==> config.mk <==
export PLATFORM = sky130hd
export DESIGN_NAME = rps_reset_pin
export DESIGN_NICKNAME = d
export VERILOG_FILES = /design/src/rps_pkg.sv /design/src/rps_reset_pin.sv /design/src/rps_sync.sv
export SDC_FILE = /design/constraint.sdc
export NUM_CORES = 1
export LEC_CHECK = 0
export BUFFER_PORTS_ARGS = -buffer_cell sky130_fd_sc_hd__clkbuf_2
export CAP_MARGIN = 20
export CORE_ASPECT_RATIO = 0.7
export CORE_MARGIN = 2
export CORE_UTILIZATION = 58
export DETAILED_ROUTE_END_ITERATION = 12
export PLACE_DENSITY_LB_ADDON = 0.12
export SLEW_MARGIN = 20
export SYNTH_ARGS = -nofsm -noshare
export SYNTH_HDL_FRONTEND = slang
export SYNTH_SLANG_ARGS = --single-unit
==> constraint.sdc <==
create_clock -name ref_clk -period 3.9 [get_ports ref_clk]
set_input_delay 0.195 -clock ref_clk [delete_from_list [all_inputs] [get_ports ref_clk]]
set_output_delay 0.195 -clock ref_clk [all_outputs]
set_load 0.01 [all_outputs]
==> src/rps_pkg.sv <==
package rps_pkg;
    // self-clock rate and reset pin timing
    localparam int SELF_CLK_KHZ = 8000;     // self-clocked source, ~8 MHz
    localparam int REF_CLK_KHZ = 25000;     // ref_clk rate
    localparam int DRIVE_SELF_CYCLES = 34;  // pin held low, self cycles
    localparam int WAIT_SELF_CYCLES = 38;   // wait before resample
    // self-clock cycles converted to ref_clk cycles (drive is a least time)
    localparam int DRIVE_CYCLES =
        (DRIVE_SELF_CYCLES * REF_CLK_KHZ + SELF_CLK_KHZ - 1) / SELF_CLK_KHZ;
    localparam int WAIT_CYCLES =
        (WAIT_SELF_CYCLES * REF_CLK_KHZ + SELF_CLK_KHZ - 1) / SELF_CLK_KHZ;
    localparam int CNT_W = 8;
    localparam logic [CNT_W-1:0] CNT_ZERO = 8'h00;
    localparam logic [CNT_W-1:0] CNT_ONE = 8'h01;
    localparam logic [CNT_W-1:0] DRIVE_LOAD = CNT_W'(DRIVE_CYCLES - 1);
    localparam logic [CNT_W-1:0] WAIT_LOAD = CNT_W'(WAIT_CYCLES - 1);

    // reset cause status bit positions
    localparam int CAUSE_W = 8;
    localparam int CAUSE_POR = 7;
    localparam int CAUSE_PIN = 6;
    localparam int CAUSE_COP = 5;
    localparam int CAUSE_ILOP = 4;
    localparam int CAUSE_LVD = 1;
    localparam int CAUSE_PIN_FAIL = 0;      // internal reset, pin read low
    localparam logic [CAUSE_W-1:0] CAUSE_POR_VAL = 8'h80;

    // internal reset request sources
    typedef struct packed {
        logic low_voltage;
        logic watchdog;
        logic illegal_op;
    } rps_int_req_t;

    typedef enum logic [1:0] {
        RPS_RUN = 2'b00,
        RPS_DRIVE = 2'b01,
        RPS_WAIT = 2'b10,
        RPS_SAMPLE = 2'b11
    } rps_state_t;
endpackage

==> src/rps_reset_pin.sv <==
`timescale 1ns/1ps
// What this block does
// power-on makes shared pin the reset input
// clearing reset_pin_enable makes pin output-only port
// port function holds until next reset
// low pin in reset mode causes reset
// pullup on while reset_pin_enable is one
// power-on into background mode keeps reset pin
// any reset drives pin low 34 self cycles
// after release wait 38 cycles, resample
// internal reset expects the resample high
// record decoded cause in status register
// self-clocked source runs during reset startup
// self-clock selectable for stop recovery
// status holds only the latest cause
module rps_reset_pin
    import rps_pkg::*;
(
    input wire logic ref_clk,
    input wire logic rst,
    input wire logic por_event,
    input wire logic bgnd_mode,
    input wire rps_int_req_t int_req,
    input wire logic opt_write,
    input wire logic opt_reset_pin_enable,
    input wire logic port_b_bit_two,
    input wire logic pin_in,
    input wire logic stop_self_clk_sel,
    input wire logic stop_recovery,
    output logic pin_out,
    output logic pin_oe,
    output logic pin_pullup,
    output logic system_options_one,
    output logic [CAUSE_W-1:0] reset_cause_status,
    output logic system_reset,
    output logic self_clk_select
);
    logic pin_sync; // pin level after two flops
    rps_state_t state; // reset sequence state
    logic [CNT_W-1:0] count; // cycles left in drive or wait phase
    logic internal_cause; // current reset came from inside
    logic [CAUSE_W-1:0] pending_cause; // cause captured at trigger
    logic any_int; // any internal request
    logic pin_reset; // external pin pulled low in reset mode
    logic trigger; // start a new reset sequence

    rps_sync u_sync (
        .ref_clk(ref_clk),
        .rst(rst),
        .async_in(pin_in),
        .sync_out(pin_sync)
    );

    assign any_int = int_req.low_voltage | int_req.watchdog
        | int_req.illegal_op;
    // pin only counts as reset while configured so and idle
    assign pin_reset = system_options_one && !pin_sync
        && (state == RPS_RUN);
    assign trigger = (state == RPS_RUN) && (any_int || pin_reset);

    // pin function select: reset input after any reset
    always_ff @(posedge ref_clk or posedge rst) begin
        if (rst) begin
            system_options_one <= 1'b1;
        end else if (state != RPS_RUN) begin
            // every reset restores the reset function
            system_options_one <= 1'b1;
        end else if (opt_write && !opt_reset_pin_enable) begin
            // one-way: software cannot set it back, only a reset does
            system_options_one <= 1'b0;
        end
    end

    // reset sequence: drive low, release, wait, resample
    always_ff @(posedge ref_clk or posedge rst) begin
        if (rst) begin
            state <= RPS_DRIVE; // power-on also runs the sequence
            count <= DRIVE_LOAD;
        end else begin
            unique case (state)
                RPS_RUN: begin
                    if (trigger) begin
                        state <= RPS_DRIVE;
                        count <= DRIVE_LOAD;
                    end
                end
                RPS_DRIVE: begin
                    if (count == CNT_ZERO) begin
                        state <= RPS_WAIT;
                        count <= WAIT_LOAD;
                    end else begin
                        count <= count - CNT_ONE;
                    end
                end
                RPS_WAIT: begin
                    if (count == CNT_ZERO) begin
                        state <= RPS_SAMPLE;
                    end else begin
                        count <= count - CNT_ONE;
                    end
                end
                RPS_SAMPLE: begin
                    state <= RPS_RUN;
                    count <= CNT_ZERO;
                end
            endcase
        end
    end

    // capture the cause when the sequence starts
    always_ff @(posedge ref_clk or posedge rst) begin
        if (rst) begin
            pending_cause <= CAUSE_POR_VAL;
            internal_cause <= 1'b1; // power-on counts as internal
        end else if (trigger) begin
            // priority: low voltage, watchdog, illegal op, then pin
            pending_cause <= '0;
            internal_cause <= any_int;
            if (int_req.low_voltage) begin
                pending_cause[CAUSE_LVD] <= 1'b1;
            end else if (int_req.watchdog) begin
                pending_cause[CAUSE_COP] <= 1'b1;
            end else if (int_req.illegal_op) begin
                pending_cause[CAUSE_ILOP] <= 1'b1;
            end else begin
                pending_cause[CAUSE_PIN] <= 1'b1;
            end
        end
    end

    // status register: replaced whole at each resample
    always_ff @(posedge ref_clk or posedge rst) begin
        if (rst) begin
            reset_cause_status <= '0;
        end else if (state == RPS_SAMPLE) begin
            reset_cause_status <= pending_cause;
            if (internal_cause && !pin_sync) begin
                // pin held low by outside: flag the failed check
                reset_cause_status[CAUSE_PIN_FAIL] <= 1'b1;
            end
        end
    end

    // pin drivers: low during drive phase, else port data if enabled
    always_ff @(posedge ref_clk or posedge rst) begin
        if (rst) begin
            pin_out <= 1'b0;
            pin_oe <= 1'b1;
            pin_pullup <= 1'b1;
        end else begin
            if (trigger || (state == RPS_DRIVE && count != CNT_ZERO)) begin
                pin_out <= 1'b0;
                pin_oe <= 1'b1;
            end else if (state == RPS_RUN && !system_options_one) begin
                pin_out <= port_b_bit_two;
                pin_oe <= 1'b1;
            end else begin
                pin_out <= 1'b0;
                pin_oe <= 1'b0; // released
            end
            pin_pullup <= system_options_one;
        end
    end

    // system reset out and clock select
    always_ff @(posedge ref_clk or posedge rst) begin
        if (rst) begin
            system_reset <= 1'b1;
            self_clk_select <= 1'b1;
        end else begin
            system_reset <= trigger || (state != RPS_RUN
                && state != RPS_SAMPLE);
            // self clock during startup, or on stop recovery if chosen
            self_clk_select <= trigger || (state != RPS_RUN
                && state != RPS_SAMPLE)
                || (stop_recovery && stop_self_clk_sel);
        end
    end
endmodule // rps_reset_pin

==> src/rps_sync.sv <==
`timescale 1ns/1ps
// two-flop synchroniser for the reset pin level
module rps_sync
    import rps_pkg::*;
(
    input wire logic ref_clk,
    input wire logic rst,
    input wire logic async_in,
    output logic sync_out
);
    logic stage_one; // read only by the second stage

    // preset high: the pin idles high through its pullup
    always_ff @(posedge ref_clk or posedge rst) begin
        if (rst) begin
            stage_one <= 1'b1;
            sync_out <= 1'b1;
        end else begin
            stage_one <= async_in;
            sync_out <= stage_one;
        end
    end
endmodule // rps_sync
==> impl_metrics.env <==
export IMPL_end_kind="flop"
export IMPL_die_w_um=63.9
export IMPL_drc_errors=0
export IMPL_vias_per_cell=5.66
export IMPL_ff2ff_path_depth=7
export IMPL_synthArstFlopShare_pct=100
export IMPL_fin_tns_setup_ns=0
export IMPL_timing_final_crit_period_ns=2.17
export IMPL_grt_pass1_vias=1037
export IMPL_die_h_um=45.9
export IMPL_grt_antenna_before_repair=0
export IMPL_grt_max_degree=31
export IMPL_crit_path_cell_trace="inv_1 > ha_1 > inv_1 > nor4b_4 > a21o_1 > or3_4 > o31ai_2"
export IMPL_diodes=0
export IMPL_wire_per_inst_um=14.6
export IMPL_hold_violations=0
export IMPL_dr_pass1_iters=4
export IMPL_crit_type="flop to flop"
export IMPL_status="finished clean"
export IMPL_fin_skew_ns=0.0105
export IMPL_p_switching_w=0.000551
export IMPL_clock_tree_buffer_depth=2
export IMPL_max_slew_margin_pct=59.5
export IMPL_hold_class="input pin to flop"
export IMPL_start_util_pct=60.2
export IMPL_cp_num_buf_inv=2
export IMPL_fill_cells=174
export IMPL_multi_input_area_um2=632
export IMPL_cts_tree="yes"
export IMPL_min_path_cells=3
export IMPL_seqPwrFrac_pct=38.4
export IMPL_io_buffers=22
export IMPL_critPathMostFrequentCell="inv_1"
export IMPL_drt_wl_total_um=2940
export IMPL_postRouteAntennaNets=0
export IMPL_io_pins=27
export IMPL_netlist_instances=139
export IMPL_clockPowerShare_pct=18.2
export IMPL_yosys_top_cells_count="16 x dfrtp_1, 16 x nand2_1, 14 x dfstp_2"
export IMPL_slew_violations=0
export IMPL_ys_flop_type="dfrtp_1"
export IMPL_gp_congestion=0.869
export IMPL_maxCapViolCount=0
export IMPL_synth_area_per_cell_um2=10.5
export IMPL_rsz0062_at_grt="no"
export IMPL_whs_ns=0.0695
export IMPL_place_hpwl_um=2170
export IMPL_yosysUniqueCellTypes=41
export IMPL_grt_usage_pct=22.7
export IMPL_ys_top_cells_by_area="dfrtp_1 27%, dfstp_2 25%, ha_1 5.2%"
export IMPL_sw_frac_of_total_pct=38.7
export IMPL_synth_top_area_cell="dfrtp_1"
export IMPL_dr_total_vias=1144
export IMPL_p_leak_nw=0.816
export IMPL_yosysWarnings=0
export IMPL_htreeDepth=2
export IMPL_placed_cell_area_um2=1590
export IMPL_p_per_area_nw_per_um2=839
export IMPL_fin_nets=186
export IMPL_netlist_area_um2=1460
export IMPL_max_freq_mhz=461
export IMPL_critPathTopFamily="simple AND/OR/NAND/NOR gates"
export IMPL_seq_area_um2=768
export IMPL_ys_seq_elements=30
export IMPL_crit_path_max_incr_delay_ns=0.57
export IMPL_tightest_slew_ns=0.602
export IMPL_area_growth_syn_to_layout_pct=16.6
export IMPL_period_share_pct=55.6
export IMPL_crit_fanout=10
export IMPL_clkLatencyLatePin_ns=0.32
export IMPL_place_ws_ns=1.74
export IMPL_drt_initial_drc_count=56
export IMPL_peakVddDrop_uv=540
export IMPL_num_rows=15
export IMPL_core_um2=2420
export IMPL_clk_pin_slew_ns=0.10
export IMPL_required_ns=4.11
export IMPL_cts_root_buf="clkbuf_4"
export IMPL_grt_pass1_wl_um=4850
export IMPL_die_area_um2=2940
export IMPL_path_depth=7
export IMPL_finalWorstSetupSlack_ns=1.73
export IMPL_fin_util_pct=70.2
export IMPL_p_int_w=0.000875
export IMPL_start_kind="flop"
export IMPL_synth_top_area_share_pct=27.5
export IMPL_slowest_stage="nor4b_4"
export IMPL_cts_buffers=5
export IMPL_setup_violations=0
export IMPL_combPwrFrac_pct=43.3
export IMPL_grt_ovfl_total=0
export IMPL_synth_edf_count=0
export IMPL_clkSinkCount=30
export IMPL_synth_seq_area_share_pct=52.7
export IMPL_post_route_cell_area_um2=1700
export IMPL_crit_arrival_ns=2.38
export IMPL_layout_drive_gt1_share_pct=33.3
export IMPL_ctsResizeCount=0
stage by stage:
stage	power [W]	std cells
final	0.00143	202
after global routing	0.00153	202
after CTS	0.00143	202
after detailed placement	0.00116	192
after global placement	0.00112	192
after floorplan	0.000993	140
worst reg2reg max path, stage by stage, from the launching register on:
cell and delay, ns:
dfrtp_1 0.41, inv_1 0.13, ha_1 0.37, inv_1 0.14
nor4b_4 0.57, a21o_1 0.23, or3_4 0.16, o31ai_2 0.05
state kept, by name (all words and copies together) (netlist names):
signal	cells
pin_out	1
system_options_one	1
state	2
pin_pullup	1
internal_cause	1
count	8
pin_oe	1
u_sync.stage_one	1
self_clk_select	1
system_reset	1
pending_cause	5
u_sync.sync_out	1
reset_cause_status	6
cells in the final DEF (no fill, tap or decap), types with 2 or more instances in the layout:
| cell | instances |
|---|---|
| ha_1 | 6 |
| dfrtp_1 | 16 |
| a21o_1 | 3 |
| o21ai_0 | 11 |
| dfstp_2 | 14 |
| nor4_1 | 2 |
| nand2_1 | 16 |
| or3_1 | 2 |
| nor3_1 | 6 |
| o31ai_1 | 3 |
| clkbuf_4 | 5 |
| a21oi_1 | 9 |
| or2_2 | 2 |
| conb_1 | 2 |
| mux2_2 | 5 |
| nand3_1 | 2 |
| nand3b_1 | 2 |
| nor2_1 | 6 |
| dlygate4sd3_1 | 2 |
| inv_1 | 9 |
| clkbuf_2 | 22 |
final cells by class:
class                      count  area share, %
clock buffer                   7           3.24
clock inverter                 1           1.77
inverter                       9           1.99
multi-input combinational     96           37.2
sequential                    30           45.2
tap                           34           2.50
timing repair buffer          25           8.10
what timing repair did:
item,in CTS,in global routing
buffers inserted,0,0
hold endpoints to repair,17,0
hold buffers,2,0
power by group through the flow:
stage                     clock network, W  logic [W]  registers [W]
after floorplan                          0   0.000442       0.000551
after global placement                   0   0.000581       0.000542
after detailed placement                 0   0.000614       0.000549
after CTS                         0.000260   0.000621       0.000546
after global routing              0.000277   0.000695       0.000563
final                             0.000260   0.000618       0.000548
worst paths after layout:
check	startpoint	to	slack [ns]
worst min register to register	u_sync.stage_one	u_sync.sync_out	0.37
worst min-delay path	port_b_bit_two	pin_out	0.07
worst max register to register	state[1]	count[4]	1.73
min in group asynchronous	rst	reset_cause_status[0]	0.45
max in group asynchronous	rst	system_reset	3.12
worst max-delay path	state[1]	count[4]	1.73
kinds of logic (layout without fill, tap and decap cells):
group	Yosys count	after routing	share of synthesized area (%)
simple gates	47	47	18.2
fa+ha+maj	6	6	5.15
buf+inv	14	42	4.20
other cells	1	2	0.257
mux	5	5	3.86
compound gates	36	36	15.6
flops	30	30	52.7
per-layer routing:
metal	vias up	global-route usage (%)	routed length, µm
met5	-	0	0
met3	6	7.92	190
li1	537	-	-
met4	0	7.39	42
met2	44	36.5	1360
met1	557	29.3	1350
Power figures use the tool's default switching activity.
